<file path="config.mk">
export PLATFORM = sky130hd
export DESIGN_NAME = cbs_branch_skip_unit
export DESIGN_NICKNAME = d
export VERILOG_FILES = /design/src/cbs_pkg.sv /design/src/cbs_exec_if.sv /design/src/cbs_cond_eval.sv /design/src/cbs_compare.sv /design/src/cbs_branch_skip_unit.sv
export VERILOG_INCLUDE_DIRS = /design/src /design/src/src
export SDC_FILE = /design/constraint.sdc
export NUM_CORES = 1
export LEC_CHECK = 0
export BUFFER_PORTS_ARGS = -buffer_cell sky130_fd_sc_hd__buf_2
export CORE_UTILIZATION = 60
export DETAILED_ROUTE_END_ITERATION = 8
export PLACE_DENSITY = 0.88
export RECOVER_POWER = 25
export SLEW_MARGIN = 30
export SYNTH_ARGS = -nofsm -noshare
export SYNTH_HDL_FRONTEND = slang
export SYNTH_HIERARCHICAL = 1
export SYNTH_SLANG_ARGS = --single-unit
</file>
<file path="constraint.sdc">
create_clock -name clk -period 7.75 [get_ports clk]
set_input_delay 0.3875 -clock clk [delete_from_list [all_inputs] [get_ports clk]]
set_output_delay 0.3875 -clock clk [all_outputs]
set_load 0.05 [all_outputs]
</file>
<file path="src/cbs_regs.svh">
`ifndef CBS_REGS_SVH
`define CBS_REGS_SVH

// ------------------------------------------
// flag register bit positions
// ------------------------------------------
`define CBS_FLAG_C 0
`define CBS_FLAG_Z 1
`define CBS_FLAG_N 2
`define CBS_FLAG_V 3
`define CBS_FLAG_S 4
`define CBS_FLAG_H 5
`define CBS_FLAG_T 6
`define CBS_FLAG_I 7

// ------------------------------------------
// reset values
// ------------------------------------------
`define CBS_FLAG_RESET 8'h00
`define CBS_PC_RESET 24'h000000

// ------------------------------------------
// cycle counts
// ------------------------------------------
`define CBS_CYC_ONE 3'h1
`define CBS_CYC_REL_JUMP 3'h2
`define CBS_CYC_PTR_JUMP 3'h2
`define CBS_CYC_ABS_JUMP 3'h3
`define CBS_CYC_REL_CALL 3'h4
`define CBS_CYC_PTR_CALL 3'h4
`define CBS_CYC_ABS_CALL 3'h5
`define CBS_CYC_RETURN 3'h5
`define CBS_CYC_BRANCH_TAKEN 3'h2
`define CBS_CYC_SKIP_ONE_WORD 3'h2
`define CBS_CYC_SKIP_TWO_WORD 3'h3

// ------------------------------------------
// program counter steps
// ------------------------------------------
`define CBS_STEP_ONE 24'h000001
`define CBS_STEP_TWO 24'h000002
`define CBS_STEP_THREE 24'h000003

`endif

</file>
<file path="src/cbs_pkg.sv">
package cbs_pkg;

   // ------------------------------------------
   // operations presented to the unit
   // ------------------------------------------
   typedef enum logic [5:0] {
      cbs_unit_step,
      cbs_relative_jump,
      cbs_pointer_jump,
      cbs_far_pointer_jump,
      cbs_absolute_jump,
      cbs_relative_call,
      cbs_pointer_call,
      cbs_far_pointer_call,
      cbs_absolute_call,
      cbs_subroutine_return,
      cbs_interrupt_return,
      cbs_compare_skip_equal,
      cbs_compare_regs,
      cbs_compare_regs_with_borrow,
      cbs_compare_immediate,
      cbs_skip_reg_bit_zero,
      cbs_skip_reg_bit_one,
      cbs_skip_io_bit_zero,
      cbs_skip_io_bit_one,
      cbs_branch_flag_one,
      cbs_branch_flag_zero,
      cbs_branch_equal,
      cbs_branch_not_equal,
      cbs_branch_carry_one,
      cbs_branch_carry_zero,
      cbs_branch_same_higher,
      cbs_branch_lower,
      cbs_branch_negative,
      cbs_branch_positive,
      cbs_branch_signed_ge,
      cbs_branch_signed_lt,
      cbs_branch_halfcarry_one,
      cbs_branch_halfcarry_zero,
      cbs_branch_transfer_one,
      cbs_branch_transfer_zero,
      cbs_branch_overflow_one,
      cbs_branch_overflow_zero,
      cbs_branch_irq_enabled,
      cbs_branch_irq_disabled
   } cbs_op_e;

   typedef enum logic [1:0] {
      cbs_idle = 2'h1,
      cbs_wait = 2'h2
   } cbs_state_e;

endpackage

</file>
<file path="src/cbs_exec_if.sv">
`timescale 1ns/1ps
interface cbs_exec_if;
   import cbs_pkg::*;
   cbs_op_e op;
   logic [7:0] rd;
   logic [7:0] rr;
   logic [2:0] bit_sel;
   logic [7:0] io_val;
   logic [7:0] flags;
   logic take;
   logic [7:0] cmp_flags;

   modport core (output op, rd, rr, bit_sel, io_val, flags, input take, cmp_flags);
   modport cond (input op, rd, rr, bit_sel, io_val, flags, output take);
   modport cmp (input op, rd, rr, flags, output cmp_flags);
endinterface

</file>
<file path="src/cbs_cond_eval.sv">
`timescale 1ns/1ps
`include "cbs_regs.svh"
module cbs_cond_eval (
   // operands and flags
   cbs_exec_if.cond bus
);
   import cbs_pkg::*;

   always_comb begin
      bus.take = 1'b0;
      case (bus.op)
         cbs_compare_skip_equal: bus.take = (bus.rd == bus.rr);
         cbs_skip_reg_bit_zero: bus.take = ~bus.rr[bus.bit_sel];
         cbs_skip_reg_bit_one: bus.take = bus.rr[bus.bit_sel];
         cbs_skip_io_bit_zero: bus.take = ~bus.io_val[bus.bit_sel];
         cbs_skip_io_bit_one: bus.take = bus.io_val[bus.bit_sel];
         cbs_branch_flag_one: bus.take = bus.flags[bus.bit_sel];
         cbs_branch_flag_zero: bus.take = ~bus.flags[bus.bit_sel];
         cbs_branch_equal: bus.take = bus.flags[`CBS_FLAG_Z];
         cbs_branch_not_equal: bus.take = ~bus.flags[`CBS_FLAG_Z];
         cbs_branch_carry_one,
         cbs_branch_lower: bus.take = bus.flags[`CBS_FLAG_C];
         cbs_branch_carry_zero,
         cbs_branch_same_higher: bus.take = ~bus.flags[`CBS_FLAG_C];
         cbs_branch_negative: bus.take = bus.flags[`CBS_FLAG_N];
         cbs_branch_positive: bus.take = ~bus.flags[`CBS_FLAG_N];
         cbs_branch_signed_ge:
            bus.take = ~(bus.flags[`CBS_FLAG_N] ^ bus.flags[`CBS_FLAG_V]);
         // complement of the ge test, not a copy of it
         cbs_branch_signed_lt:
            bus.take = bus.flags[`CBS_FLAG_N] ^ bus.flags[`CBS_FLAG_V];
         cbs_branch_halfcarry_one: bus.take = bus.flags[`CBS_FLAG_H];
         cbs_branch_halfcarry_zero: bus.take = ~bus.flags[`CBS_FLAG_H];
         cbs_branch_transfer_one: bus.take = bus.flags[`CBS_FLAG_T];
         cbs_branch_transfer_zero: bus.take = ~bus.flags[`CBS_FLAG_T];
         cbs_branch_overflow_one: bus.take = bus.flags[`CBS_FLAG_V];
         cbs_branch_overflow_zero: bus.take = ~bus.flags[`CBS_FLAG_V];
         cbs_branch_irq_enabled: bus.take = bus.flags[`CBS_FLAG_I];
         cbs_branch_irq_disabled: bus.take = ~bus.flags[`CBS_FLAG_I];
         default: bus.take = 1'b0;
      endcase
   end
endmodule

</file>
<file path="src/cbs_compare.sv">
`timescale 1ns/1ps
`include "cbs_regs.svh"
module cbs_compare (
   // operands and flags
   cbs_exec_if.cmp bus
);
   import cbs_pkg::*;

   logic borrow_in;
   logic [7:0] diff;
   logic d7, r7, s7;
   logic zero_keep;

   // difference only; nothing is written back
   always_comb begin
      borrow_in = (bus.op == cbs_compare_regs_with_borrow) & bus.flags[`CBS_FLAG_C];
      diff = bus.rd - bus.rr - {7'h00, borrow_in};
      d7 = bus.rd[7];
      r7 = bus.rr[7];
      s7 = diff[7];
      // with borrow, zero can only stay set so multi-byte compares chain
      zero_keep = (bus.op == cbs_compare_regs_with_borrow) ? bus.flags[`CBS_FLAG_Z] : 1'b1;
      bus.cmp_flags = bus.flags;
      bus.cmp_flags[`CBS_FLAG_Z] = (diff == 8'h00) & zero_keep;
      bus.cmp_flags[`CBS_FLAG_N] = s7;
      bus.cmp_flags[`CBS_FLAG_V] = (d7 & ~r7 & ~s7) | (~d7 & r7 & s7);
      bus.cmp_flags[`CBS_FLAG_S] = s7 ^ ((d7 & ~r7 & ~s7) | (~d7 & r7 & s7));
      bus.cmp_flags[`CBS_FLAG_C] = (~d7 & r7) | (r7 & s7) | (s7 & ~d7);
      bus.cmp_flags[`CBS_FLAG_H] = (~bus.rd[3] & bus.rr[3]) | (bus.rr[3] & diff[3])
         | (diff[3] & ~bus.rd[3]);
   end
endmodule

</file>
<file path="src/cbs_branch_skip_unit.sv">
`timescale 1ns/1ps
`include "cbs_regs.svh"
module cbs_branch_skip_unit #(
   parameter int PC_W = 22
) (
   // clock and reset
   input wire logic clk,
   input wire logic rst_n,
   // instruction request
   input wire logic op_valid,
   input wire cbs_pkg::cbs_op_e op,
   input wire logic [7:0] rd_val,
   input wire logic [7:0] rr_val,
   input wire logic [2:0] bit_sel,
   input wire logic [7:0] io_val,
   input wire logic [11:0] rel_offset,
   input wire logic [PC_W-1:0] abs_target,
   input wire logic next_two_word,
   // core state
   input wire logic [15:0] z_pointer,
   input wire logic [7:0] far_jump_page,
   input wire logic [PC_W-1:0] stack_addr,
   input wire logic flag_wr,
   input wire logic [7:0] flag_wdata,
   // results
   output logic [PC_W-1:0] pc,
   output logic [7:0] flag_register,
   output logic busy,
   output logic done,
   // stack requests
   output logic push_valid,
   output logic [PC_W-1:0] push_addr,
   output logic pop_valid
);
   import cbs_pkg::*;

   // ------------------------------------------
   // parameter check
   // ------------------------------------------
   generate
      // pointer targets need at least 16 pc bits
      if (PC_W < 16) begin : g_narrow_pc
         $error("cbs_branch_skip_unit: PC_W below 16 cannot hold a pointer target");
      end
      // page byte above the pointer gives at most 24 bits
      if (PC_W > 24) begin : g_wide_pc
         $error("cbs_branch_skip_unit: PC_W above 24 exceeds page and pointer");
      end
   endgenerate

   // ------------------------------------------
   // declarations
   // ------------------------------------------
   cbs_state_e state;
   logic [2:0] cnt;
   logic [PC_W-1:0] tgt_q;
   logic set_irq_q;
   logic accept;
   logic [PC_W-1:0] next_tgt;
   logic [2:0] next_cyc;
   logic next_push;
   logic next_pop;
   logic next_cmp;
   logic next_set_irq;
   logic [PC_W-1:0] link_addr;
   logic [PC_W-1:0] pc_one;
   logic [PC_W-1:0] pc_two;
   logic [PC_W-1:0] pc_skip;
   logic [PC_W-1:0] pc_rel;
   logic [PC_W-1:0] far_ptr;
   logic [PC_W-1:0] near_ptr;
   logic [PC_W-1:0] rel_ext;
   logic [23:0] far_full;
   logic [2:0] skip_cyc;

   cbs_exec_if exec ();

   // ------------------------------------------
   // condition and compare helpers
   // ------------------------------------------
   assign exec.op = op;
   assign exec.rd = rd_val;
   assign exec.rr = rr_val;
   assign exec.bit_sel = bit_sel;
   assign exec.io_val = io_val;
   assign exec.flags = flag_register;

   cbs_cond_eval u_cond (
      .bus(exec.cond)
   );

   cbs_compare u_cmp (
      .bus(exec.cmp)
   );

   // ------------------------------------------
   // address arithmetic
   // ------------------------------------------
   // offsets wrap modulo the pc width, as the core's program space does
   assign rel_ext = PC_W'({{12{rel_offset[11]}}, rel_offset});
   assign pc_one = pc + PC_W'(`CBS_STEP_ONE);
   assign pc_two = pc + PC_W'(`CBS_STEP_TWO);
   assign pc_rel = pc + rel_ext + PC_W'(`CBS_STEP_ONE);
   // pointer forms zero-extend; far forms put the page byte on top
   assign near_ptr = PC_W'({8'h00, z_pointer});
   assign far_full = {far_jump_page, z_pointer};
   // page bits above the pc width are dropped, matching a smaller program space
   assign far_ptr = far_full[PC_W-1:0];

   // skip length follows the size of the instruction being passed over
   assign pc_skip = next_two_word ? pc + PC_W'(`CBS_STEP_THREE) : pc_two;
   assign skip_cyc = next_two_word ? `CBS_CYC_SKIP_TWO_WORD : `CBS_CYC_SKIP_ONE_WORD;

   // a request while busy is dropped; the core holds it until done
   assign accept = op_valid & (state == cbs_idle);

   // ------------------------------------------
   // target and cycle selection
   // ------------------------------------------
   always_comb begin
      next_tgt = pc_one;
      next_cyc = `CBS_CYC_ONE;
      next_push = 1'b0;
      next_pop = 1'b0;
      next_cmp = 1'b0;
      next_set_irq = 1'b0;
      link_addr = pc_one;
      case (op)
         cbs_relative_jump: begin
            next_tgt = pc_rel;
            next_cyc = `CBS_CYC_REL_JUMP;
         end
         cbs_pointer_jump: begin
            next_tgt = near_ptr;
            next_cyc = `CBS_CYC_PTR_JUMP;
         end
         cbs_far_pointer_jump: begin
            next_tgt = far_ptr;
            next_cyc = `CBS_CYC_PTR_JUMP;
         end
         cbs_absolute_jump: begin
            next_tgt = abs_target;
            next_cyc = `CBS_CYC_ABS_JUMP;
         end
         cbs_relative_call: begin
            next_tgt = pc_rel;
            next_cyc = `CBS_CYC_REL_CALL;
            next_push = 1'b1;
         end
         cbs_pointer_call: begin
            next_tgt = near_ptr;
            next_cyc = `CBS_CYC_PTR_CALL;
            next_push = 1'b1;
         end
         cbs_far_pointer_call: begin
            next_tgt = far_ptr;
            next_cyc = `CBS_CYC_PTR_CALL;
            next_push = 1'b1;
         end
         cbs_absolute_call: begin
            // two-word call returns past its own second word
            next_tgt = abs_target;
            next_cyc = `CBS_CYC_ABS_CALL;
            next_push = 1'b1;
            link_addr = pc_two;
         end
         cbs_subroutine_return: begin
            next_tgt = stack_addr;
            next_cyc = `CBS_CYC_RETURN;
            next_pop = 1'b1;
         end
         cbs_interrupt_return: begin
            next_tgt = stack_addr;
            next_cyc = `CBS_CYC_RETURN;
            next_pop = 1'b1;
            next_set_irq = 1'b1;
         end
         cbs_compare_regs,
         cbs_compare_regs_with_borrow,
         cbs_compare_immediate: begin
            next_cmp = 1'b1;
         end
         cbs_compare_skip_equal,
         cbs_skip_reg_bit_zero,
         cbs_skip_reg_bit_one,
         cbs_skip_io_bit_zero,
         cbs_skip_io_bit_one: begin
            if (exec.take) begin
               next_tgt = pc_skip;
               next_cyc = skip_cyc;
            end
         end
         cbs_branch_flag_one,
         cbs_branch_flag_zero,
         cbs_branch_equal,
         cbs_branch_not_equal,
         cbs_branch_carry_one,
         cbs_branch_carry_zero,
         cbs_branch_same_higher,
         cbs_branch_lower,
         cbs_branch_negative,
         cbs_branch_positive,
         cbs_branch_signed_ge,
         cbs_branch_signed_lt,
         cbs_branch_halfcarry_one,
         cbs_branch_halfcarry_zero,
         cbs_branch_transfer_one,
         cbs_branch_transfer_zero,
         cbs_branch_overflow_one,
         cbs_branch_overflow_zero,
         cbs_branch_irq_enabled,
         cbs_branch_irq_disabled: begin
            if (exec.take) begin
               next_tgt = pc_rel;
               next_cyc = `CBS_CYC_BRANCH_TAKEN;
            end
         end
         default: begin
            next_tgt = pc_one;
         end
      endcase
   end

   // ------------------------------------------
   // sequencing
   // ------------------------------------------
   always_ff @(posedge clk or negedge rst_n) begin
      if (!rst_n) begin
         state <= cbs_idle;
         cnt <= 3'h0;
         tgt_q <= '0;
         set_irq_q <= 1'b0;
         busy <= 1'b0;
      end else begin
         case (state)
            cbs_idle: begin
               if (accept && next_cyc != `CBS_CYC_ONE) begin
                  state <= cbs_wait;
                  cnt <= next_cyc - `CBS_CYC_ONE;
                  tgt_q <= next_tgt;
                  set_irq_q <= next_set_irq;
                  busy <= 1'b1;
               end
            end
            cbs_wait: begin
               // count down to the completion edge; done rises on the last one
               cnt <= cnt - `CBS_CYC_ONE;
               if (cnt == `CBS_CYC_ONE) begin
                  state <= cbs_idle;
                  busy <= 1'b0;
                  set_irq_q <= 1'b0;
               end
            end
            // an illegal state code falls back to idle with nothing pending
            default: begin
               state <= cbs_idle;
               cnt <= 3'h0;
               set_irq_q <= 1'b0;
               busy <= 1'b0;
            end
         endcase
      end
   end

   // ------------------------------------------
   // program counter and completion
   // ------------------------------------------
   // pc and done move on one edge, so the core sees a single completion
   always_ff @(posedge clk or negedge rst_n) begin
      if (!rst_n) begin
         pc <= PC_W'(`CBS_PC_RESET);
         done <= 1'b0;
      end else begin
         done <= 1'b0;
         if (accept && next_cyc == `CBS_CYC_ONE) begin
            pc <= next_tgt;
            done <= 1'b1;
         end else if (state == cbs_wait && cnt == `CBS_CYC_ONE) begin
            pc <= tgt_q;
            done <= 1'b1;
         end
      end
   end

   // ------------------------------------------
   // flag register
   // ------------------------------------------
   // own updates win over a core write in the same cycle
   always_ff @(posedge clk or negedge rst_n) begin
      if (!rst_n) begin
         flag_register <= `CBS_FLAG_RESET;
      end else if (state == cbs_wait && cnt == `CBS_CYC_ONE && set_irq_q) begin
         flag_register[`CBS_FLAG_I] <= 1'b1;
      end else if (accept && next_cmp) begin
         flag_register <= exec.cmp_flags;
      end else if (flag_wr) begin
         flag_register <= flag_wdata;
      end
   end

   // ------------------------------------------
   // stack requests
   // ------------------------------------------
   // one-cycle strobes only; the core's stack does the memory access
   always_ff @(posedge clk or negedge rst_n) begin
      if (!rst_n) begin
         push_valid <= 1'b0;
         push_addr <= '0;
         pop_valid <= 1'b0;
      end else begin
         push_valid <= accept & next_push;
         pop_valid <= accept & next_pop;
         if (accept && next_push) begin
            push_addr <= link_addr;
         end
      end
   end

endmodule

</file>
# Word-level counts from Yosys, hierarchy flattened
# Index checks and enable logic that the tools add are counted.
classes:
  n_bitwise: 38
  n_reduce_logical: 29
  mux: 38
  n_eq_ne: 47
  add_sub_neg: 9
  magnitude_cmp: 1
ops:
  columns: ["operator", "count"]
  rows:
  - ["$pmux W22 S7", 1]
  - ["$mux W22", 6]
  - ["$eq A6 B5 Y1 const B", 16]
  - ["$eq A6 B4 Y1 const B", 8]
  - ["$add A22 B1 Y22 const B", 2]
  - ["$add A22 B2 Y22 const B", 2]
  - ["$eq A6 B6 Y1 const B", 7]
  - ["$eq A6 B3 Y1 const B", 4]
  - ["$pmux W1 S23", 1]
  - ["$add A22 B22 Y22", 1]
  - ["$reduce_or A20 Y1", 1]
  - ["$pmux W3 S6", 1]
  - ["$not A1 Y1", 17]
  - ["$mux W8", 2]
  - ["$mux W1", 15]
  - ["$and A1 B1 Y1", 14]
  - ["$reduce_or A2 Y1", 7]
  - ["$eq A6 B2 Y1 const B", 2]
  - ["$reduce_or A3 Y1", 4]
  - ["$bmux W1 S3", 3]
  - ["$eq A8 B8 Y1", 1]
  - ["$logic_not A8 Y1", 1]
  - ["$mux W2", 4]
  - ["$reduce_and A2 Y1", 4]
  - ["other kinds (22)", 38]
totals:
  word_cells: 175
  reg_bits: 84
  out_inout_bits: 56
  input_bits: 126

# Depth between registers and ports, before layout
# Gate-level depths: netlist of run 1.
depth:
  depth_word: 10
  mapped_depth: 16
  mapped_depth_nobuf: 14

# Modules after synthesis
# Netlist of run 1, hierarchy kept.
by_module_without_submodules:
  columns: ["mod", "cells_each", "seq_area_each_um2", "area_per_inst_um2", "instances"]
  rows:
  - ["cbs_branch_skip_unit", 844, 2078.2, 6623.9, 1]
  - ["cbs_cond_eval", 73, 0.0, 600.6, 1]
  - ["cbs_compare", 79, 0.0, 589.3, 1]

# Worst setup path before layout of run 1
# No wires, ideal clock.
synth_timing:
  path_type: "register to register"
  from: "reg flag_register[3]"
  to: "reg tgt_q[11]"
  setup_slack_ns: 4.116
  path_stages_with_launch: 15
  required_ns: 7.625
  t_arrival_ns: 3.510
  period_less_slack_ns: 3.634
  n_path_buf: 2
  cell_sequence: "dfrtp_1 -> mux4_1 -> mux2i_1 -> mux2i_1 -> a32oi_1 -> nand4_1 -> clkbuf_1 -> o211ai_2 -> a21oi_1 -> nand2_1 -> ha_1 -> nand2_1 -> nand3_1 -> clkbuf_1 -> mux2_2"
synth_between:
  elab_chain_cells: 9
  elab_cells_between_ends: 16
synth_rtl:
  columns: ["element", "line_no", "rtl"]
  rows:
  - ["start, declared", "cbs_branch_skip_unit.sv:27", "output logic [7:0] flag_register,"]
  - ["start signal, assigned", "cbs_branch_skip_unit.sv:291", "flag_register <= `CBS_FLAG_RESET;"]
  - ["start signal, assigned", "cbs_branch_skip_unit.sv:295", "flag_register <= exec.cmp_flags;"]
  - ["start signal, assigned", "cbs_branch_skip_unit.sv:297", "flag_register <= flag_wdata;"]
  - ["$bmux W1 S3", "cbs_cond_eval.sv:17, cbs_cond_eval.sv:18", null]
  - ["$mux W1 (implied by the code)", "cbs_cond_eval.sv:17, cbs_cond_eval.sv:18", null]
  - ["$not A1 Y1", "cbs_cond_eval.sv:18", "cbs_branch_flag_zero: bus.take = ~bus.flags[bus.bit_sel];"]
  - ["$pmux W1 S23 (*)", "cbs_cond_eval.sv:11", "case (bus.op)"]
  - ["named net exec.take", "cbs_exec_if.sv:10", "logic take;"]
  - ["$mux W2 (on tied branches)", "cbs_branch_skip_unit.sv:213, cbs_branch_skip_unit.sv:188", null]
  - ["$pmux W3 S6", "cbs_branch_skip_unit.sv:128", "case (op)"]
  - ["$ne A3 B1 Y1 (no line)", null, null]
  - ["$logic_and A1 B1 Y1 (no line)", null, null]
  - ["$reduce_and A2 Y1 (no line)", null, null]
  - ["end signal, assigned", "cbs_branch_skip_unit.sv:240", "tgt_q <= next_tgt;"]
  - ["end, declared", "cbs_branch_skip_unit.sv:56", "logic [PC_W-1:0] tgt_q;"]
# The timed path passes the listed nets; every way through them passes the cells marked *. The select of a mux whose other input is x is not followed.
# A chain may end at the register's enable or synchronous reset.

# Final worst setup path of run 1
layout_timing:
  from: "reg flag_register[2]"
  to: "reg tgt_q[0]"
# The elaborated chain is that of the path after synthesis.

==> results.md, run 1 <==
- Status: complete, but fails checks
- Failing checks: DRC, capacitance limit, slew limit
- Max clock buf depth: 2
- Met2 WL post-DR: just over 10000 microns
- Leakage power: between 4 and 5 nW
- Setup ws final: ~3500 ps
- Worst slack, placed: around 3400 ps
- H-tree depth: 3
- Yosys warns: 6
- Final period utilization: roughly 54%
- Final TNS setup: 0 ps
- Unrepaired setup endpoints after global routing: no
- Drt total wl: approximately 23000 microns
- Layout fillers: about 1000
- Layout cells sized above 1: a little over 20%
- Grt ovf: 0
- Met3 routed WL: 2392 microns
- Final hold violation count: 0
- Net Count, Synth: around 1200
- Seq. cell area: 0.002078 sq mm
- Crit Path Class: reg -> reg
- Seq cells post-synth: 83
- Library cells used by synthesis: ~80
- Std cell rows: 41
- Asr flop ratio synth: 100.0%
- Setup crit end kind: flop
- Vias per cell: about 6.3
- Via Count: slightly above 8000
- Initial Utilization: 61.67%
- DRC: 1
- Number of buffers created by CTS: 9
- CTS tree: yes
- P_int: roughly 1.5 mW
- Core occupancy in the finished layout: between 70% and 80%
- Cell Pwr Density: 329.5 mW/mm^2
- Uppermost routed layer: met4
- GRT Util Overall: between 30% and 40%
- Mean Syn Cell Area: 7.845 sq um
- Initial DRT Pass Iterations: 8
- I/O pin cnt: roughly 180
- CP max FO: 45
- Area delta synth->final: 15.88%
- First-pass GRT wire length: about 36000 microns
- Mapped Area: just under 0.008 sq mm
- Hold_buf cts: 0
- Clk Latency, worst-skew pair: 360 ps
- Sequential share of the synthesized area: 26.60%
- Post-synthesis cell count: approximately 1000
- Hold Crit Class: in -> reg
- Number of flops mapped to enable cells by yosys: 0
- DPL Wire Length: 17410 microns
- Vias in the first global route: around 7100
- Area of the multi-input gates: ~0.0053 sq mm
- Skew final: between 10 and 15 ps
- Initial antenna violation count: 0
- Setup-failing EPs final: 0
- DR WL/cell: roughly 18 microns
- VDD IR max: about 170 uV
- Core area: 0.01267 sq mm
- Comb pwr share: 56.3%
- CTS clk-pin slew, worst paths: 60 ps
- Fmax: 0.2369 GHz
- Die W: roughly 120 microns
- Placer Congestion: 0.9442
- Worst Hold Slack: roughly 340 ps
- Setup crit start kind: flop
- Clock share of power: ~16%
- # clock sinks: between 80 and 90
- MaxCap Viol Count: 1
- Die area: between 0.01 and 0.015 sq mm
- Slew Viols, Final: 84
- Synth Flop Type: dfrtp_1
- Number of nets in the layout: approximately 1300
- Resize count post-CTS: 0
- Routed Antenna Nets: 0
- Pin count of the biggest net entering global routing: 84
- Sequential Power Share: 27.7%
- 1st-iter DRT viols: 879
- Wire length on met1: slightly above 10000 microns
- Antenna cells: 0
- Total power: between 2 and 3 mW
- Final worst path period need: 4222 ps
- Slew Limit Headroom: -195.5%
- Post-CTS Setup Bufs: 0
- Die Height: about 120 microns
- Switch Pwr: roughly 1.5 mW
- Worst path required time: 7980 ps
- CTS root buffer: clkbuf_16
- Worst-Margin Slew: around 4400 ps
- Sw Share: just over 50%
- Port Buffers: roughly 180
- Crit path DAT: about 4500 ps
-- cell usage in the layout, fill, tap and decap left out, drive strengths merged, types with 13 or more instances in the layout --
master | netlist | routed
nor3 | 22 | 22
dfrtp | 82 | 82
o21ai | 91 | 91
nand2 | 161 | 161
inv | 47 | 48
a222oi | 19 | 19
ha | 45 | 45
a21oi | 62 | 62
a211oi | 13 | 13
xnor2 | 39 | 39
xor2 | 39 | 39
nand3 | 19 | 19
nor2 | 72 | 72
buf | 10 | 188
nand4 | 15 | 15
mux2i | 21 | 21
-- kinds of logic after synthesis --
group	Yosys count	share of synthesized area, %
AOI/OAI and AO/OA	273	22.79
xor gates and xnor gates	78	8.743
adders and majority gates	48	7.974
buffers and inverters	112	5.924
DFF	83	26.60
muxes	35	5.717
and+or+nand+nor	367	22.26
-- path summary, 6_finish.rpt --
check / startpoint / slack [ps] / end / cells past startpoint
setup / recovery: flag_register[2] / 3530 / tgt_q[0] / 13
hold / removal: flag_wdata[1] / 340 / flag_register[1] / 3
min in group asynchronous: rst_n / 1620 / tgt_q[0] / 1
max in group asynchronous: rst_n / 3670 / pc[20] / 1
hold reg to reg: push_addr[6] / 480 / push_addr[6] / 2
setup reg to reg: flag_register[2] / 3530 / tgt_q[0] / 13
-- power groups by stage --
stage | logic (mW) | clock network, mW | registers (mW)
after floorplan | 0.968 | 0 | 1.07
after global placement | 1.60 | 0 | 0.815
after detailed placement | 1.64 | 0 | 0.822
after CTS | 1.65 | 0.479 | 0.816
after global routing | 1.81 | 0.498 | 0.850
final | 1.68 | 0.477 | 0.828
-- per-stage QoR --
stage	instance area (sq um)	std cells
6_report	9055	1308
5_1_grt	9055	1308
4_1_cts	9062	1308
3_5_place_dp	8736	1292
3_3_place_gp	8732	1292
2_1_floorplan	7814	996
-- Yosys cell counts (all sizes together), types with 4 or more instances --
| master | instances | area share, % |
|---|---|---|
| a2111oi | 7 | 0.86 |
| a211oi | 13 | 1.2 |
| a21o | 4 | 0.38 |
| a21oi | 62 | 4.1 |
| a222oi | 19 | 2.4 |
| a22o | 4 | 0.45 |
| a22oi | 4 | 0.38 |
| a31oi | 6 | 0.48 |
| a32oi | 4 | 0.45 |
| and3 | 12 | 0.96 |
| buf | 10 | 1.0 |
| clkbuf | 55 | 2.7 |
| dfrtp | 82 | 26 |
| ha | 45 | 7.2 |
| inv | 47 | 2.3 |
| mux2 | 8 | 1.2 |
| mux2i | 21 | 2.7 |
| mux4 | 6 | 1.8 |
| nand2 | 161 | 7.7 |
| nand2b | 7 | 0.56 |
| nand3 | 19 | 1.2 |
| nand3b | 6 | 0.58 |
| nand4 | 15 | 1.2 |
| nor2 | 72 | 3.6 |
| nor2b | 8 | 0.64 |
| nor3 | 22 | 1.5 |
| nor3b | 4 | 0.38 |
| nor4 | 8 | 0.72 |
| o211ai | 6 | 0.64 |
| o21a | 9 | 0.86 |
| o21ai | 91 | 5.8 |
| o221ai | 8 | 0.90 |
| o22ai | 8 | 0.64 |
| or2 | 5 | 0.40 |
| or3 | 11 | 0.88 |
| xnor2 | 39 | 4.4 |
| xor2 | 39 | 4.4 |
-- critical path, stage by stage (launching register included) --
cell,delay [ps]
dfrtp_1,470
mux4_1,530
mux2i_1,220
mux2i_1,120
a32oi_1,210
nand4_1,380
o211ai_2,640
a21oi_1,170
nand2_1,160
ha_1,190
nand2_1,70
nand3_1,100
buf_4,420
mux2_2,400
-- registers in the layout (all words and copies together) (netlist names) --
name and cells:
pc 22, done 1, push_valid 1, cnt 3, state 1, pop_valid 1
push_addr 22, set_irq_q 1, busy 1, tgt_q 22, flag_register 8
-- cell type report --
type                    instances  area share, %
clock buffers                  11          2.681
clock inverters                 5         0.9258
inverters                      47          1.948
multi-input cells             801          58.41
flip-flops and latches         83          22.95
well taps                     172          2.377
repair buffers                189          10.71
-- layer usage --
metal / global-route usage [%] / up-vias
met4: 13.50 / 0
li1: - / 3878
met3: 6.902 / 56
met1: 49.39 / 3832
met2: 51.47 / 469
met5: 0 / -
(Power assumes the default switching activity.)
==> inputs of run 2 (changes only) <==
Settings changed: ABC_AREA set to 1, CORE_UTILIZATION 60 to 52, PLACE_DENSITY 0.88 to 0.79.
Clock period 7.75 ns to 3.5 ns, I/O delays scaled along.
==> results.md, run 2 <==
- Status: complete, but fails checks (unchanged)
- Failing checks: capacitance limit, slew limit (was DRC, capacitance limit, slew limit)
- Grt ovf: 0 (unchanged)
- Final TNS setup: 0 ps (unchanged)
- Placer Congestion: 0.9575 (was 0.9442)
- DR WL/cell: 16.09 microns (was 17.91 microns)
- Area leader, netlist: dfrtp_1 (unchanged)
- Area delta synth->final: 14.66% (was 15.88%)
- Initial DRT Pass Iterations: 7 (was 8)
- VDD IR max: 542.9 uV (was 172.1 uV)
- Seq cells post-synth: 83 (unchanged)
- Worst path required time: 3770 ps (was 7980 ps)
- Setup crit end kind: flop (unchanged)
- Most common cell after layout, fill and taps aside: nand2_1 (was buf_2)
- Routed Antenna Nets: 0 (unchanged)
- DPL Wire Length: 24410 microns (was 17410 microns)
- Die Height: 135.6 microns (was 116.1 microns)
- # clock sinks: 83 (unchanged)
- Initial antenna violation count: 0 (unchanged)
- Post-synthesis cell count: 1575 (was 996)
- Total power: 7.669 mW (was 2.984 mW)
- Core occupancy in the finished layout: 61.35% (was 71.46%)
- Skew final: 9.132 ps (was 11.91 ps)
- Resize count post-CTS: 0 (unchanged)
- Synth top area cells: dfrtp_1 (22%), nand2_1 (22%), inv_1 (7.8%) (was dfrtp_1 (26%), nand2_1 (7.7%), ha_1 (7.2%))
- Most common library cells after synthesis: nand2_1 (539), inv_1 (193), nor2_1 (181) (was nand2_1 (161), dfrtp_1 (82), o21ai_0 (82))
- Slew Viols, Final: 84 (unchanged)
- Port Buffers: 179 (unchanged)
- Vias in the first global route: 9712 (was 7074)
- Sequential share of the synthesized area: 22.38% (was 26.60%)
- Crit Path Class: reg -> reg (unchanged)
- Antenna cells: 0 (unchanged)
- Core area: 0.01736 sq mm (was 0.01267 sq mm)
- Drt total wl: 31570 microns (was 23420 microns)
- Post-CTS Setup Bufs: 0 (unchanged)
- Library cells used by synthesis: 48 (was 81)
- Number of flops mapped to enable cells by yosys: 0 (unchanged)
- Setup crit start kind: flop (unchanged)
- Cell Pwr Density: 720.3 mW/mm^2 (was 329.5 mW/mm^2)
- Max clock buf depth: 2 (unchanged)
- Top-area cell type share of the netlist area: 22.10% (was 26.26%)
- CP max FO: 33 (was 45)
- GRT Util Overall: 34.31% (was 34.59%)
- First-pass GRT wire length: 48650 microns (was 35690 microns)
- Vias per cell: 5.596 (was 6.296)
- Number of buffers created by CTS: 9 (unchanged)
- CTS root buffer: clkbuf_16 (unchanged)
- Most frequent cells in the layout: nand2_1 (539), inv_1 (193), nor2_1 (181) (was buf_2 (178), nand2_1 (161), o21ai_0 (82), dfrtp_1 (82), nor2_1 (71))
- Hold Crit Class: in -> reg (unchanged)
- Pin count of the biggest net entering global routing: 84 (unchanged)
- Die W: 135.6 microns (was 116.1 microns)
- Top-count cell post-synth: nand2_1 (unchanged)
- CTS tree: yes (unchanged)
- Leakage power: 5.785 nW (was 4.162 nW)
- Asr flop ratio synth: 100.0% (unchanged)
- Crit path DAT: 3370 ps (was 4450 ps)
- Worst-Margin Slew: 2162 ps (was 4433 ps)
- Final hold violation count: 0 (unchanged)
- Die area: 0.01840 sq mm (was 0.01348 sq mm)
- Final worst path period need: 3098 ps (was 4222 ps)
- Number of nets in the layout: 1907 (was 1305)
- Mapped Area: 0.009286 sq mm (was 0.007814 sq mm)
- 1st-iter DRT viols: 1024 (was 879)
- Clk Latency, worst-skew pair: 350 ps (was 360 ps)
- Biggest regs: pc: 22 flops, push_addr: 22 flops, tgt_q: 22 flops (unchanged)
- H-tree depth: 3 (unchanged)
- Initial Utilization: 53.50% (was 61.67%)
- MaxCap Viol Count: 1 (unchanged)
- Hold_buf cts: 1 (was 0)
- Slew Limit Headroom: -44.11% (was -195.5%)
- DRC: 0 (was 1)
- Via Count: 10980 (was 8235)
- Net Count, Synth: 1749 (was 1170)
- Unrepaired setup endpoints after global routing: no (unchanged)
- Synth Flop Type: dfrtp_1 (unchanged)
- Std cell rows: 48 (was 41)
- Setup-failing EPs final: 0 (unchanged)
- Final period utilization: 88.51% (was 54.47%)
- Fmax: 0.3228 GHz (was 0.2369 GHz)
- Yosys warns: 6 (unchanged)
- I/O pin cnt: 182 (unchanged)
- CTS clk-pin slew, worst paths: 60 ps (about the same)
- Layout cells sized above 1: 14.68% (was 20.77%)
- Mean Syn Cell Area: 5.896 sq um (was 7.845 sq um)
run 2: worst max-delay path: stages, from the launching register on:
cell	delay [ps]
dfrtp_1	460
inv_1	130
nand2_1	70
nand3_1	90
nand3_1	90
nand2_1	70
nand2_1	40
nand2_1	50
nor2_1	50
nand3_1	100
inv_1	110
o21ai_1	180
nand2_1	110
nor3_2	260
inv_1	70
ha_1	190
nand2_2	100
nand2_2	220
inv_1	190
buf_12	200
nor2_1	50
a31oi_1	150
run 2: layout make-up:
cell class	count	area, sq um
repair buffers	195	1028
clock buffers	10	229.0
well taps	225	281.5
inverters	210	790.8
clock inverters	5	102.6
flip-flops and latches	83	2078
fillers	1739	6709
multi-input cells	1234	6137
run 2: layer usage:
metal / part of all wire, % / track usage, % / wire, microns
met3: 9.4 / 4.938 / 2982
met4: 4.9 / 17.54 / 1541
met5: 0 / 0 / 0
met1: 39 / 42.38 / 12350
met2: 47 / 57.91 / 14700
run 2: cell families (layout without fill, tap and decap cells):
family / count (synthesis) / in the layout / share of synthesized area [%]
AND/OR/NAND/NOR: 941 / 941 / 42.85
adder cells (fa/ha/maj): 48 / 48 / 6.710
AO/OA/AOI/OAI: 194 / 194 / 11.72
buffers and inverters: 258 / 420 / 11.53
flip-flops: 83 / 83 / 22.38
XOR/XNOR: 51 / 51 / 4.810
run 2: worst paths after layout:
| path | start | to | slack (ps) | cells after the start |
|---|---|---|---|---|
| setup reg to reg | flag_register[3] | tgt_q[5] | 400 | 21 |
| hold / removal | flag_wdata[0] | flag_register[0] | 70 | 3 |
| max in group asynchronous | rst_n | pc[17] | 1230 | 2 |
| hold reg to reg | push_addr[19] | push_addr[19] | 470 | 2 |
| min in group asynchronous | rst_n | push_addr[14] | 950 | 2 |
| setup / recovery | flag_register[3] | tgt_q[5] | 400 | 21 |
run 2: report_power, final:
| group | internal, mW | switching [mW] |
|---|---|---|
| Sequential | 1.35 | 0.564 |
| Combinational | 1.41 | 3.25 |
| Clock | 0.693 | 0.408 |
| Total | 3.45 | 4.22 |
run 2: stage by stage:
step                      std cells  hold WS, ps  cell area (sq um)  setup slack [ps]
after detailed placement       1946        293.3              10310             270.0
after global routing           1962        73.43              10650             139.4
after CTS                      1962        66.57              10660             435.9
after floorplan                1575       -120.6               9286             459.6
after global placement         1946        434.2              10310             367.3
final                          1962        72.06              10650             402.1
==> inputs of run 3 (changes only) <==
Settings changed: ABC_AREA 1 to unset, CORE_UTILIZATION 52 to 56, CTS_CLUSTER_SIZE set to 40, PLACE_DENSITY 0.79 to 0.83.
Clock period 3.5 ns to 3.3 ns, I/O delays scaled along.
==> results.md, run 3 (same netlist as run 1, synthesis figures left out) <==
- Status: complete, but fails checks (unchanged)
- Failing checks: capacitance limit, slew limit, setup timing (was capacitance limit, slew limit)
- Met1 usage: 48.86% (was 42.38%)
- Slew Viols, Final: 84 (unchanged)
- Worst-Margin Slew: 2055 ps (was 2162 ps)
- CTS tree: yes (unchanged)
- Final TNS setup: -240.6 ps (was 0 ps)
- Placed cell area: 0.009269 sq mm (was 0.01031 sq mm)
- GR peak layer: met2 (unchanged)
- Number of buffers created by CTS: 9 (unchanged)
- GR met3 Demand/Resource: 5.656% (was 4.938%)
- Slew Limit Headroom: -36.98% (was -44.11%)
- Fmax: 0.2938 GHz (was 0.3228 GHz)
- Pin count of the biggest net entering global routing: 84 (unchanged)
- GR Util met2: 55.64% (was 57.91%)
- Sequential Power Share: 22.8% (was 24.9%)
- Worst slack, placed: -88.00 ps (was 270.0 ps)
- DRC: 0 (unchanged)
- Initial DRT Pass Iterations: 6 (was 7)
- Grt ovf: 0 (unchanged)
- Clk Latency, worst-skew pair: 350 ps (about the same)
- Fin area: 0.009921 sq mm (was 0.01065 sq mm)
- Crit-path max cell delay: 480 ps (was 460 ps)
- Buf/Inv on CP: 2 (was 5)
- Placer Congestion: 0.9751 (was 0.9575)
- Die W: 120.1 microns (was 135.6 microns)
- Layout fillers: 981 (was 1739)
- Most frequent cells in the layout: buf_2 (178), nand2_1 (159), dfrtp_1 (74) (was nand2_1 (539), inv_1 (193), nor2_1 (181))
- Vias per cell: 6.404 (was 5.596)
- Comb pwr share: 63.1% (was 60.7%)
- CTS clk-pin slew, worst paths: 60 ps (about the same)
- MaxCap Viol Count: 1 (unchanged)
- Final hold violation count: 0 (unchanged)
- Max clock buf depth: 2 (unchanged)
- Vias in the first global route: 7910 (was 9712)
- CTS root buffer: clkbuf_16 (unchanged)
- DR WL/cell: 19.36 microns (was 16.09 microns)
- Sw Share: 50.43% (was 55.05%)
- CP max FO: 6 (was 33)
- Initial antenna violation count: 1 (was 0)
- Core occupancy in the finished layout: 74.03% (was 61.35%)
- Initial Utilization: 58.31% (was 53.50%)
- Layout cells sized above 1: 28.43% (was 14.68%)
- Setup-failing EPs final: 3 (was 0)
- Placed Instances: 1358 (was 1946)
- I/O pin cnt: 182 (unchanged)
- Final period utilization: 103.1% (was 88.51%)
- Cell Count, Final, Fillers Out: 1387 (was 1962)
- GRT Util Overall: 35.29% (was 34.31%)
- Biggest regs: pc: 22 flops, push_addr: 22 flops, tgt_q: 22 flops (unchanged)
- Crit path DAT: 3700 ps (was 3370 ps)
- Area delta synth->final: 26.97% (was 14.66%)
- Core area: 0.01340 sq mm (was 0.01736 sq mm)
- Std cell rows: 42 (was 48)
- VDD IR max: 424.7 uV (was 542.9 uV)
- Leakage power: 4.602 nW (was 5.785 nW)
- First-pass GRT wire length: 39650 microns (was 48650 microns)
- Crit path max-delay family: simple AND/OR/NAND/NOR gates (unchanged)
- Number of nets in the layout: 1379 (was 1907)
- Setup ws final: -103.4 ps (was 402.1 ps)
- Area of the multi-input gates: 0.005466 sq mm (was 0.006137 sq mm)
- Cell Pwr Density: 764.4 mW/mm^2 (was 720.3 mW/mm^2)
- Die Height: 120.1 microns (was 135.6 microns)
- Die area: 0.01443 sq mm (was 0.01840 sq mm)
- CP Cell Sequence: mux4_2, mux2i_2, mux2i_1, a32oi_1, nand4_1, and3b_1, a32oi_1, buf_4, nor2_2, a21oi_2, buf_4, or4_1, and3_4, o21ai_2, mux2_4 (was inv_1, nand2_1, nand3_1, nand3_1, nand2_1, nand2_1, nand2_1, nor2_1, nand3_1, inv_1, o21ai_1, nand2_1, nor3_2, inv_1, ha_1, nand2_2, nand2_2, inv_1, buf_12, nor2_1, a31oi_1)
- Worst path slowest cell: mux4_2 (was dfrtp_1)
- 1st-iter DRT viols: 1146 (was 1024)
- DPL Wire Length: 19100 microns (was 24410 microns)
- Clock share of power: 14.1% (was 14.4%)
- Final worst path period need: 3403 ps (was 3098 ps)
- Skew final: 9.556 ps (was 9.132 ps)
- Most common cell after layout, fill and taps aside: buf_2 (was nand2_1)
- Crit Path Class: reg -> reg (unchanged)
- P_int: 3.759 mW (was 3.447 mW)
- Routed Antenna Nets: 0 (unchanged)
- Unrepaired setup endpoints after global routing: yes (was no)
- Worst Hold Slack: 109.9 ps (was 72.06 ps)
- Setup crit end kind: flop (unchanged)
- Seq. cell area: 0.002088 sq mm (was 0.002078 sq mm)
- Via Count: 8882 (was 10980)
- Setup crit start kind: flop (unchanged)
- H-tree depth: 3 (unchanged)
- Hold Crit Class: in -> reg (unchanged)
- Total power: 7.583 mW (was 7.669 mW)
- # clock sinks: 83 (unchanged)
- Worst path required time: 3590 ps (was 3770 ps)
- Switch Pwr: 3.824 mW (was 4.222 mW)
- Port Buffers: 179 (unchanged)
- Drt total wl: 26850 microns (was 31570 microns)
## run 3: cell types whose count changed in the layout (fill, tap and decap cells not counted), sizes merged, moves of 16 or more
| cell | previous run | this run |
|---|---|---|
| nand2 | 553 | 161 |
| inv | 206 | 47 |
| nand3 | 140 | 19 |
| nor2 | 190 | 72 |
| buf | 191 | 257 |
| mux2i | 0 | 21 |
| a222oi | 0 | 19 |
| xnor2 | 20 | 39 |
| o21ai | 75 | 91 |
## run 3: repair_timing
action / CTS / global route
pin swaps: 3 / 16
endpoints found under the hold margin: 82 / 0
cloned: 0 / 4
resized for setup: 9 / 48
hold buffers: 1 / 0
buffers inserted: 1 / 7
endpoints found under the setup margin: 19 / 41
## run 3: power groups by stage
stage	Clock, mW	Sequential (mW)	Combinational [mW]
final	1.07	1.73	4.78
after global routing	1.13	1.77	5.10
after CTS	1.08	1.70	4.43
after detailed placement	0	1.72	4.38
after global placement	0	1.69	4.29
after floorplan	0	2.52	2.28
## run 3: path summary, 6_finish.rpt
kind / end / cells after the start / slack (ps) / startpoint
worst max-delay path: tgt_q[11] / 15 / -100 / flag_register[7]
min in group asynchronous: push_addr[0] / 2 / 930 / rst_n
worst max register to register: tgt_q[11] / 15 / -100 / flag_register[7]
max in group asynchronous: flag_register[6] / 2 / 1010 / rst_n
worst min register to register: push_addr[19] / 2 / 470 / push_addr[19]
worst min-delay path: flag_register[4] / 3 / 110 / flag_wdata[4]
## run 3: tightest hold or removal path, cell delays in order
cell and delay (ps):
buf_2 80, mux2i_1 50, a21oi_1 130
## run 3: layout make-up
cell class	count	area share [%]
Antenna cell	1	0.02522
Clock buffer	11	2.346
Clock inverter	5	0.7819
Inverter	47	1.778
Multi-Input combinational cell	801	55.10
Sequential cell	83	21.05
Tap cell	176	2.220
Timing Repair Buffer	263	16.70
## run 3: metal layers
layer	vias up	wire length, microns	share of wire, %
li1	4036	-	-
met1	4113	10670	40
met2	618	12080	45
met3	115	3093	12
met4	0	1005	3.7
met5	-	0	0
